`src/inc/pinctl_pkg.sv`:
```
// Constants and register map of the reset, NMI and ninth-port pin control block
package pinctl_pkg;
    // Register bus geometry
    localparam int ADDR_W = 8;
    localparam int DATA_W = 16;
    localparam int PORT_W = 6;
    localparam int WS_W = 4;

    // Register byte offsets
    localparam logic [7:0] OFS_PORT_DATA = 8'h00;
    localparam logic [7:0] OFS_PORT_DIR = 8'h04;
    localparam logic [7:0] OFS_PORT_OD = 8'h08;
    localparam logic [7:0] OFS_PORT_ALT = 8'h0C;
    localparam logic [7:0] OFS_PORT_CTRL = 8'h10;
    localparam logic [7:0] OFS_PORT_PINS = 8'h14;
    localparam logic [7:0] OFS_STATUS = 8'h18;
    localparam logic [7:0] OFS_MEM_BUS_CTRL = 8'h1C;

    // Field positions in the port control register
    localparam int CTRL_THR_BIT = 0;
    localparam int CTRL_SEL7_BIT = 1;
    localparam int CTRL_SEL6_BIT = 2;

    // Field positions in the status register
    localparam int STAT_NMI_BIT = 0;
    localparam int STAT_PD_BIT = 1;
    localparam int STAT_RST_BIT = 2;
    localparam int STAT_PDIGN_BIT = 3;

    // Field position of the flash wait-state field
    localparam int WS_LSB = 0;

    // Reset values
    localparam logic [5:0] PORT_DATA_RST = 6'h00;
    localparam logic [5:0] PORT_DIR_RST = 6'h00;
    localparam logic [5:0] PORT_OD_RST = 6'h00;
    localparam logic [5:0] PORT_ALT_RST = 6'h00;
    localparam logic [2:0] PORT_CTRL_RST = 3'h0;
    localparam logic [3:0] WS_RST = 4'hF;

    // Timing
    localparam int CLK_PERIOD_NS = 50;
    localparam int RST_REJECT_NS = 10;
    localparam int RST_PASS_NS = 100;
    localparam int RST_REJECT_CYC_RAW = (RST_REJECT_NS + CLK_PERIOD_NS - 1) / CLK_PERIOD_NS;
    localparam int RST_REJECT_CYC = (RST_REJECT_CYC_RAW < 1) ? 1 : RST_REJECT_CYC_RAW;
    localparam int RST_PASS_CYC_RAW = RST_PASS_NS / CLK_PERIOD_NS;
    localparam int RST_PASS_CYC = (RST_PASS_CYC_RAW < 1) ? 1 : RST_PASS_CYC_RAW;
    localparam int RST_FILT_CYC = (RST_PASS_CYC > RST_REJECT_CYC) ? RST_PASS_CYC : RST_REJECT_CYC + 1;
    localparam int RST_CNT_W = 3;
endpackage

```
`src/core/pin_control.sv`:
```
// Reset filter, NMI and power-down gating, and ninth-port pin control
//
// Chosen here: the address map and the strobed register port.
`timescale 1ns/1ps

// Functional notes
// - Low reset pin with clock running resets
// - Filter rejects <10 ns, passes >100 ns
// - NMI falling edge requests trap vector
// - Power-down with NMI low enters power-down
// - Power-down with NMI high is ignored
// - Six pins, each input or output
// - Output pins push-pull or open-drain
// - Port threshold standard or special
// - Pins 0-5 serve capcom channels 16-21
// - Fast interrupts 7/6 routed alternate A/B
module pin_control (
    // Clock and reset
    input wire logic sys_clk,
    input wire logic nrst,
    // Register port
    input wire logic [7:0] reg_addr,
    input wire logic [15:0] reg_wdata,
    input wire logic reg_wr,
    input wire logic reg_rd,
    output logic [15:0] reg_rdata,
    // Reset and NMI pins
    input wire logic reset_input_pin_n,
    input wire logic nmi_pin_n,
    // CPU side
    input wire logic power_down_instruction,
    output logic sys_reset_req,
    output logic nmi_trap_req,
    output logic power_down_mode,
    output logic power_down_ignored,
    // Ninth port pins
    input wire logic [5:0] ninth_port_in,
    output logic [5:0] ninth_port_out,
    output logic [5:0] ninth_port_oe,
    output logic special_threshold,
    // Second capture/compare unit, channels 16 to 21
    input wire logic [5:0] capcom_compare_out,
    output logic [5:0] capcom_capture_in,
    // Fast external interrupts
    output logic fast_ext_irq_seven_input,
    output logic fast_ext_irq_six_input,
    // Memory bus control
    output logic [3:0] flash_waitstate_field
);
    typedef struct packed {
        logic [5:0] port_data;
        logic [5:0] port_dir;
        logic [5:0] port_od;
        logic [5:0] port_alt;
        logic [2:0] port_ctrl;
        logic [3:0] waitstates;
        logic [2:0] low_cnt;
        logic rst_req;
        logic nmi_prev;
        logic nmi_trap;
        logic pd_mode;
        logic pd_ign;
        logic pd_ign_seen;
        logic [5:0] pin_out;
        logic [5:0] pin_oe;
        logic [5:0] cap_in;
        logic irq7;
        logic irq6;
        logic [15:0] rdata;
    } ctl_state_t;

    ctl_state_t st_r;
    ctl_state_t st_nxt;

    logic rst_pin_s;
    logic nmi_pin_s;
    logic [5:0] port_pin_s;

    // Decodes a register write or read at one offset
    function automatic logic hit(input logic [7:0] addr, input logic [7:0] ofs);
        hit = (addr == ofs);
    endfunction

    // Pins arrive asynchronously; nothing looks at them before two flops
    pin_sync #(
        .W(8),
        .INIT(8'hFF)
    ) u_sync (
        .sys_clk(sys_clk),
        .nrst(nrst),
        .async_in({ninth_port_in, nmi_pin_n, reset_input_pin_n}),
        .sync_out({port_pin_s, nmi_pin_s, rst_pin_s})
    );

    logic [5:0] drive_val;
    logic sel7;
    logic sel6;

    always_comb
    begin
        st_nxt = st_r;
        sel7 = st_r.port_ctrl[pinctl_pkg::CTRL_SEL7_BIT];
        sel6 = st_r.port_ctrl[pinctl_pkg::CTRL_SEL6_BIT];

        // Reset filter: a low must persist over consecutive samples; one
        // sample is the most a short spike can corrupt
        if (!rst_pin_s)
        begin
            if (st_r.low_cnt != 3'(pinctl_pkg::RST_FILT_CYC))
            begin
                st_nxt.low_cnt = st_r.low_cnt + 3'h1;
            end
        end
        else
        begin
            st_nxt.low_cnt = 3'h0;
        end
        st_nxt.rst_req = !rst_pin_s && (st_r.low_cnt >= 3'(pinctl_pkg::RST_FILT_CYC - 1));

        // NMI falling edge gives a one-cycle trap request
        st_nxt.nmi_prev = nmi_pin_s;
        st_nxt.nmi_trap = st_r.nmi_prev && !nmi_pin_s && !st_r.rst_req;

        // Power-down gating by the synchronised NMI level
        st_nxt.pd_ign = 1'b0;
        if (power_down_instruction && !st_r.pd_mode)
        begin
            if (!nmi_pin_s)
            begin
                st_nxt.pd_mode = 1'b1;
            end
            else
            begin
                st_nxt.pd_ign = 1'b1;
                st_nxt.pd_ign_seen = 1'b1;
            end
        end
        // Only a reset leaves power-down
        if (st_r.rst_req)
        begin
            st_nxt.pd_mode = 1'b0;
        end

        // Register writes
        if (reg_wr)
        begin
            if (hit(reg_addr, pinctl_pkg::OFS_PORT_DATA))
            begin
                st_nxt.port_data = reg_wdata[5:0];
            end
            if (hit(reg_addr, pinctl_pkg::OFS_PORT_DIR))
            begin
                st_nxt.port_dir = reg_wdata[5:0];
            end
            if (hit(reg_addr, pinctl_pkg::OFS_PORT_OD))
            begin
                st_nxt.port_od = reg_wdata[5:0];
            end
            if (hit(reg_addr, pinctl_pkg::OFS_PORT_ALT))
            begin
                st_nxt.port_alt = reg_wdata[5:0];
            end
            if (hit(reg_addr, pinctl_pkg::OFS_PORT_CTRL))
            begin
                st_nxt.port_ctrl = reg_wdata[2:0];
            end
            if (hit(reg_addr, pinctl_pkg::OFS_MEM_BUS_CTRL))
            begin
                st_nxt.waitstates = reg_wdata[pinctl_pkg::WS_LSB +: 4];
            end
        end

        // Reading status clears the sticky ignored flag; a new event wins
        if (reg_rd && hit(reg_addr, pinctl_pkg::OFS_STATUS) && !st_nxt.pd_ign)
        begin
            st_nxt.pd_ign_seen = 1'b0;
        end

        // Register reads: data stands in the next cycle only
        st_nxt.rdata = 16'h0000;
        if (reg_rd)
        begin
            case (reg_addr)
                pinctl_pkg::OFS_PORT_DATA: st_nxt.rdata = {10'h000, st_r.port_data};
                pinctl_pkg::OFS_PORT_DIR: st_nxt.rdata = {10'h000, st_r.port_dir};
                pinctl_pkg::OFS_PORT_OD: st_nxt.rdata = {10'h000, st_r.port_od};
                pinctl_pkg::OFS_PORT_ALT: st_nxt.rdata = {10'h000, st_r.port_alt};
                pinctl_pkg::OFS_PORT_CTRL: st_nxt.rdata = {13'h0000, st_r.port_ctrl};
                pinctl_pkg::OFS_PORT_PINS: st_nxt.rdata = {10'h000, port_pin_s};
                pinctl_pkg::OFS_STATUS:
                begin
                    st_nxt.rdata[pinctl_pkg::STAT_NMI_BIT] = nmi_pin_s;
                    st_nxt.rdata[pinctl_pkg::STAT_PD_BIT] = st_r.pd_mode;
                    st_nxt.rdata[pinctl_pkg::STAT_RST_BIT] = st_r.rst_req;
                    st_nxt.rdata[pinctl_pkg::STAT_PDIGN_BIT] = st_r.pd_ign_seen;
                end
                pinctl_pkg::OFS_MEM_BUS_CTRL: st_nxt.rdata = {12'h000, st_r.waitstates};
                default: st_nxt.rdata = 16'h0000;
            endcase
        end

        // Pin drivers: compare output replaces the latch where alt is set
        drive_val = (st_r.port_alt & capcom_compare_out) | (~st_r.port_alt & st_r.port_data);
        st_nxt.pin_out = drive_val & ~st_r.port_od;
        st_nxt.pin_oe = st_r.port_dir & (~st_r.port_od | ~drive_val);

        // Inputs for capture channels 16-21 and fast interrupts
        st_nxt.cap_in = port_pin_s;
        st_nxt.irq7 = sel7 ? port_pin_s[2] : port_pin_s[0];
        st_nxt.irq6 = sel6 ? port_pin_s[3] : port_pin_s[1];
    end

    always_ff @(posedge sys_clk)
    begin
        if (!nrst)
        begin
            st_r.port_data <= pinctl_pkg::PORT_DATA_RST;
            st_r.port_dir <= pinctl_pkg::PORT_DIR_RST;
            st_r.port_od <= pinctl_pkg::PORT_OD_RST;
            st_r.port_alt <= pinctl_pkg::PORT_ALT_RST;
            st_r.port_ctrl <= pinctl_pkg::PORT_CTRL_RST;
            st_r.waitstates <= pinctl_pkg::WS_RST;
            st_r.low_cnt <= 3'h0;
            st_r.rst_req <= 1'b0;
            st_r.nmi_prev <= 1'b1;
            st_r.nmi_trap <= 1'b0;
            st_r.pd_mode <= 1'b0;
            st_r.pd_ign <= 1'b0;
            st_r.pd_ign_seen <= 1'b0;
            st_r.pin_out <= 6'h00;
            st_r.pin_oe <= 6'h00;
            st_r.cap_in <= 6'h3F;
            st_r.irq7 <= 1'b1;
            st_r.irq6 <= 1'b1;
            st_r.rdata <= 16'h0000;
        end
        else
        begin
            st_r <= st_nxt;
        end
    end

    assign reg_rdata = st_r.rdata;
    assign sys_reset_req = st_r.rst_req;
    assign nmi_trap_req = st_r.nmi_trap;
    assign power_down_mode = st_r.pd_mode;
    assign power_down_ignored = st_r.pd_ign;
    assign ninth_port_out = st_r.pin_out;
    assign ninth_port_oe = st_r.pin_oe;
    assign special_threshold = st_r.port_ctrl[pinctl_pkg::CTRL_THR_BIT];
    assign capcom_capture_in = st_r.cap_in;
    assign fast_ext_irq_seven_input = st_r.irq7;
    assign fast_ext_irq_six_input = st_r.irq6;
    assign flash_waitstate_field = st_r.waitstates;
endmodule

```
`src/core/pin_sync.sv`:
```
// Two-stage synchroniser for a group of asynchronous pin inputs
`timescale 1ns/1ps

module pin_sync #(
    parameter int W = 1,
    parameter logic [W-1:0] INIT = '1
) (
    // Clock and reset
    input wire logic sys_clk,
    input wire logic nrst,
    // Asynchronous inputs and their synchronised copies
    input wire logic [W-1:0] async_in,
    output logic [W-1:0] sync_out
);
    typedef struct packed {
        logic [W-1:0] stage1;
        logic [W-1:0] stage2;
    } sync_state_t;

    sync_state_t state_r;
    sync_state_t state_nxt;

    always_comb
    begin
        state_nxt = state_r;
        state_nxt.stage1 = async_in;
        state_nxt.stage2 = state_r.stage1;
    end

    always_ff @(posedge sys_clk)
    begin
        if (!nrst)
        begin
            state_r.stage1 <= INIT;
            state_r.stage2 <= INIT;
        end
        else
        begin
            state_r <= state_nxt;
        end
    end

    assign sync_out = state_r.stage2;
endmodule

```
`config.mk`:
```
export PLATFORM = sky130hd
export DESIGN_NAME = pin_control
export DESIGN_NICKNAME = d
export VERILOG_FILES = /design/src/inc/pinctl_pkg.sv /design/src/core/pin_control.sv /design/src/core/pin_sync.sv
export SDC_FILE = /design/constraint.sdc
export NUM_CORES = 1
export LEC_CHECK = 0
export BUFFER_PORTS_ARGS = -buffer_cell sky130_fd_sc_hd__buf_2
export CORE_MARGIN = 3
export CORE_UTILIZATION = 35
export CTS_BUF_LIST = sky130_fd_sc_hd__clkbuf_8 sky130_fd_sc_hd__clkbuf_16
export DETAILED_ROUTE_END_ITERATION = 10
export GPL_TIMING_DRIVEN = 1
export HOLD_SLACK_MARGIN = 0.12
export PLACE_DENSITY = 0.67
export SLEW_MARGIN = 10
export SYNTH_ARGS = -nofsm -noshare
export SYNTH_HDL_FRONTEND = slang
export SYNTH_SLANG_ARGS = --single-unit
```
`constraint.sdc`:
```
create_clock -name sys_clk -period 2.2 [get_ports sys_clk]
set_clock_uncertainty 0.15 [all_clocks]
set_input_delay 0.11 -clock sys_clk [delete_from_list [all_inputs] [get_ports sys_clk]]
set_output_delay 0.11 -clock sys_clk [all_outputs]
set_load 0.1 [all_outputs]
```
==> summary.log <==
qor: worst_setup_path.worst-r2r-setup-slack 0.36 ns
qor: worst_setup_path.cp-end-kind flip-flop
qor: placed_design.place_hpwl 5300 um
qor: cells_and_area.most-common-layout-cells 82 x sky130_fd_sc_hd__dfxtp_1, 67 x sky130_fd_sc_hd__buf_2, 32 x sky130_fd_sc_hd__nand3_1
qor: synthesis.yosys_warnings 0
qor: clock_tree.post_cts_buffers 0
qor: sta.number_of_failing_setup_endpoints_in_the_final_timing_report 0
qor: worst_setup_path.worstSetupPathType in -> reg
qor: drt.route.final.wire_length 7530 um
qor: hold_path.whs_path_depth 5
qor: placed_design.place.detailed.instances 494
qor: clock_tree.numClockSinks 82
qor: clock_tree.clock_insertion_delay_at_the_later_pin_of_the_skew_report 0.35 ns
qor: synthesis.synth_cell_types 47
qor: sta.period_share 94.7%
qor: hold_path.min_delay_worst_endpoint reg_rdata[1]$_SDFF_PN0_
qor: pwr.p_int 2.50 mW
qor: sta.grt_setup_unrepaired no
qor: pwr.peakVddDrop 0.000352 V
qor: pwr.fraction_of_power_spent_switching_nets 23.3%
qor: grt.grt-ovfl-total 0
qor: synthesis.ys.flop_type sky130_fd_sc_hd__dfxtp_1
qor: worst_setup_path.critical-path-max-stage-delay 0.59 ns
qor: cells_and_area.fill_cells 950
qor: hold_path.hp-class in -> reg
qor: worst_setup_path.ordered_list_of_cells_on_the_worst_path dlygate4sd3_1 > buf_2 > nor3_4 > nand3_1 > a2111oi_2 > dlygate4sd3_1
qor: sta.timing.final.ws_setup 0.116 ns
qor: drt.detail_route.first_pass.iterations 4
qor: worst_setup_path.timing.critical_path.from_type input pin
qor: cells_and_area.final_common_cell sky130_fd_sc_hd__dfxtp_1
qor: worst_setup_path.critical_path_required 2.34 ns
qor: pwr.power_frac_seq 46.5%
qor: worst_setup_path.worst-path-buf-inv 3
qor: placed_design.area_after_dpl 3600 um2
qor: cells_and_area.final_area 4170 um2
qor: clock_tree.cts_inserted_buffers 9
qor: clock_tree.ctsHtreeMaxLevel 3
qor: sta.setup_total_negative_slack 0 ns
qor: grt.first_pass_grt_wire_length 12200 um
qor: grt.pin_count_of_the_biggest_net_entering_global_routing 31
qor: worst_setup_path.worst_path_max_delay_cell sky130_fd_sc_hd__dlygate4sd3_1
qor: synthesis.synth_async_sr_flop_share 0%
qor: cells_and_area.flow.area_growth_from_synthesis 21.2%
qor: cells_and_area.share_of_layout_cells_above_drive_strength_1 25.3%
qor: worst_setup_path.regToRegEndpoint reg_rdata[5]$_SDFF_PN0_
qor: die.core-area 9370 um2
qor: pwr.clock_power_share 43.7%
qor: drt.antenna_violating_nets_post_route 0
qor: synthesis.postSynthRegisterBits 82
qor: die.effective_utilization_at_floorplan 36.7%
qor: drt.viasPerCell 4.73
qor: sta.fmaxAchievable 480 MHz
qor: cells_and_area.antennaDiodeCount 0
qor: clock_tree.cts_tree done
qor: synthesis.syn-instance-count 342
qor: worst_setup_path.arrival_time_worst_endpoint 2.23 ns
qor: clock_tree.worst_setup_hold_path_clk_slew 0.08 ns
qor: drt.routed-via-count 2552
qor: placed_design.place_congestion 0.828
qor: grt.grt_usage 13.9%
qor: cells_and_area.post_layout_nonfiller_instances 540
qor: sta.layout_min_cycle_time 2.08 ns
qor: placed_design.post-place-ws 0.362 ns
qor: pwr.p_leak 1.76 nW
qor: die.die_x 105 um
qor: synthesis.synth_edf_count 0
qor: pwr.p_switching 759 uW
qor: sta.fin_worst_hold_slack 0.220 ns
qor: die.fp.dieArea 11000 um2
qor: cells_and_area.nNetsFinal 452
qor: grt.initial_antenna_violation_count 0
qor: drt.detail_route.drc_violations 0
qor: clock_tree.root_buffer_cell sky130_fd_sc_hd__clkbuf_8
qor: synthesis.postSynthAreaPerCell 10.1 um2
qor: job.timing.max_cap.violations 0
qor: worst_setup_path.path_max_fanout 7
qor: clock_tree.clockBufferDepth 2
qor: pwr.p_per_area 782 nW/um2
qor: worst_setup_path.ff2ff_path_depth 4
qor: die.chip_height 105 um
qor: sta.max_slew.worst_pin.slew 0.551 ns
qor: pwr.combPwrFrac 9.7%
qor: worst_setup_path.cpLargestDelayFamily buffers and inverters
qor: outcome.run_status completed
qor: synthesis.netlist_area 3440 um2
qor: grt.first_global_vias 2434
qor: sta.worst_slew_margin_rel 63.1%
qor: die.floorplan.io_pins 88
qor: worst_setup_path.crit_top_cell sky130_fd_sc_hd__dlygate4sd3_1
qor: sta.hold_viol 0
qor: drt.routed_wire_length_per_instance 13.9 um
qor: sta.maxSlewViolCount 0
qor: drt.drt_first_iter_violations 135
qor: worst_setup_path.r2r_startpoint st_r[57]$_SDFFE_PN0P_
qor: die.rows 35
qor: placed_design.place.port_buffers 67
qor: synthesis.synth_sequential_area_ratio 47.7%
qor: hold_path.worst_hold_launch reg_addr[6]
routing by layer:
| metal | wire, um | track usage (%) |
|---|---|---|
| met5 | 0 | 0 |
| met4 | 91 | 3.94 |
| met3 | 544 | 4.39 |
| met2 | 3420 | 22.5 |
| met1 | 3470 | 17.9 |
logic make-up (layout without fill, tap and decap cells):
kind of cell | count (synthesis) | in the layout | synth area share [%]
simple gates | 116 | 116 | 19.6
compound gates | 43 | 43 | 8.41
fa+ha+maj | 3 | 3 | 1.09
xor+xnor | 1 | 1 | 0.255
flops | 82 | 82 | 47.7
other cells | 1 | 10 | 0.109
mux | 28 | 28 | 9.90
buf+inv | 68 | 128 | 12.9
final cells by class:
cell class                      instances  area (um2)  share of cell area (%)
Tap cell                              129         161                    3.87
Clock buffer                           10         138                    3.30
Multi-Input combinational cell        201        1390                    33.3
Timing Repair Buffer                  102         673                    16.2
Inverter                               10        37.5                   0.901
Sequential cell                        82        1640                    39.4
Clock inverter                          6         129                    3.09
synth_stat cells (2+ instances only):
| master | number | area (um2) |
|---|---|---|
| sky130_fd_sc_hd__a21o_1 | 2 | 15.0 |
| sky130_fd_sc_hd__a21oi_1 | 6 | 30.0 |
| sky130_fd_sc_hd__a221oi_1 | 2 | 17.5 |
| sky130_fd_sc_hd__a22oi_1 | 2 | 15.0 |
| sky130_fd_sc_hd__a31oi_1 | 2 | 12.5 |
| sky130_fd_sc_hd__buf_1 | 2 | 7.51 |
| sky130_fd_sc_hd__buf_2 | 7 | 35.0 |
| sky130_fd_sc_hd__buf_4 | 41 | 308 |
| sky130_fd_sc_hd__buf_6 | 2 | 22.5 |
| sky130_fd_sc_hd__clkbuf_1 | 5 | 18.8 |
| sky130_fd_sc_hd__dfxtp_1 | 82 | 1640 |
| sky130_fd_sc_hd__ha_1 | 3 | 37.5 |
| sky130_fd_sc_hd__inv_1 | 10 | 37.5 |
| sky130_fd_sc_hd__mux2_2 | 4 | 45.0 |
| sky130_fd_sc_hd__mux2i_1 | 19 | 190 |
| sky130_fd_sc_hd__mux4_2 | 4 | 90.1 |
| sky130_fd_sc_hd__nand2_1 | 15 | 56.3 |
| sky130_fd_sc_hd__nand2b_1 | 24 | 150 |
| sky130_fd_sc_hd__nand3_1 | 32 | 160 |
| sky130_fd_sc_hd__nand4_1 | 6 | 37.5 |
| sky130_fd_sc_hd__nor2_1 | 6 | 22.5 |
| sky130_fd_sc_hd__nor2b_1 | 9 | 56.3 |
| sky130_fd_sc_hd__nor3_1 | 3 | 15.0 |
| sky130_fd_sc_hd__nor3b_1 | 9 | 67.6 |
| sky130_fd_sc_hd__nor4b_1 | 2 | 17.5 |
| sky130_fd_sc_hd__o211a_1 | 6 | 60.1 |
| sky130_fd_sc_hd__o21ai_0 | 5 | 25.0 |
| sky130_fd_sc_hd__o21ai_1 | 13 | 65.1 |
power by group through the flow:
stage	logic (mW)	registers [mW]	clock network [mW]
final	0.318	1.52	1.42
after global routing	0.338	1.52	1.52
after CTS	0.316	1.52	1.46
after detailed placement	0.278	1.55	0
after global placement	0.274	1.55	0
after floorplan	0.215	1.57	0
how the worst max path moves through the flow:
stage                             startpoint                 endpoint  slack, ns  depth (start not counted)
finish                           reg_addr[1]  reg_rdata[5]$_SDFF_PN0_       0.12                          6
global route                     reg_addr[1]  reg_rdata[4]$_SDFF_PN0_       0.03                          7
CTS                              reg_addr[1]  reg_rdata[4]$_SDFF_PN0_       0.09                          7
detailed placement               reg_addr[2]    st_r[65]$_SDFFE_PN0P_       0.36                          5
global placement                 reg_addr[2]    st_r[69]$_SDFFE_PN0P_       0.43                          5
floorplan           sys_reset_req$_SDFF_PN0_  reg_rdata[2]$_SDFF_PN0_       0.49                          3
worst register-to-register path: stages, from the launching register on:
cell	delay [ns]
sky130_fd_sc_hd__dfxtp_1	0.38
sky130_fd_sc_hd__mux4_2	0.25
sky130_fd_sc_hd__nand3_1	0.11
sky130_fd_sc_hd__a2111oi_2	0.32
sky130_fd_sc_hd__dlygate4sd3_1	0.59
state kept, by name, indices dropped and copies added, names as in the netlist:
signal and flops:
sel7 1, reg_rdata 6, fast_ext_irq_six_input 1, power_down_ignored 1, nmi_trap_req 1, flash_waitstate_field 4, u_sync.state_nxt 8, ninth_port_out 6
sel6 1, special_threshold 1, sys_reset_req 1, u_sync.sync_out 8, ninth_port_oe 6, st_r 29, fast_ext_irq_seven_input 1, power_down_mode 1
capcom_capture_in 6
through the flow:
stage | total power, mW | util [%]
after global routing | 3.37 | 44.5
after CTS | 3.29 | 44.5
final | 3.26 | 44.5
after floorplan | 1.79 | -
after detailed placement | 1.83 | 38.4
after global placement | 1.83 | 38.4
timing repair:
item                                    in CTS  in global routing
endpoints found under the setup margin       0                  1
resized for setup                            0                  1
endpoints found under the hold margin       66                  0
hold buffers                                30                  0
Note: power is estimated with default switching activity, not from simulation.
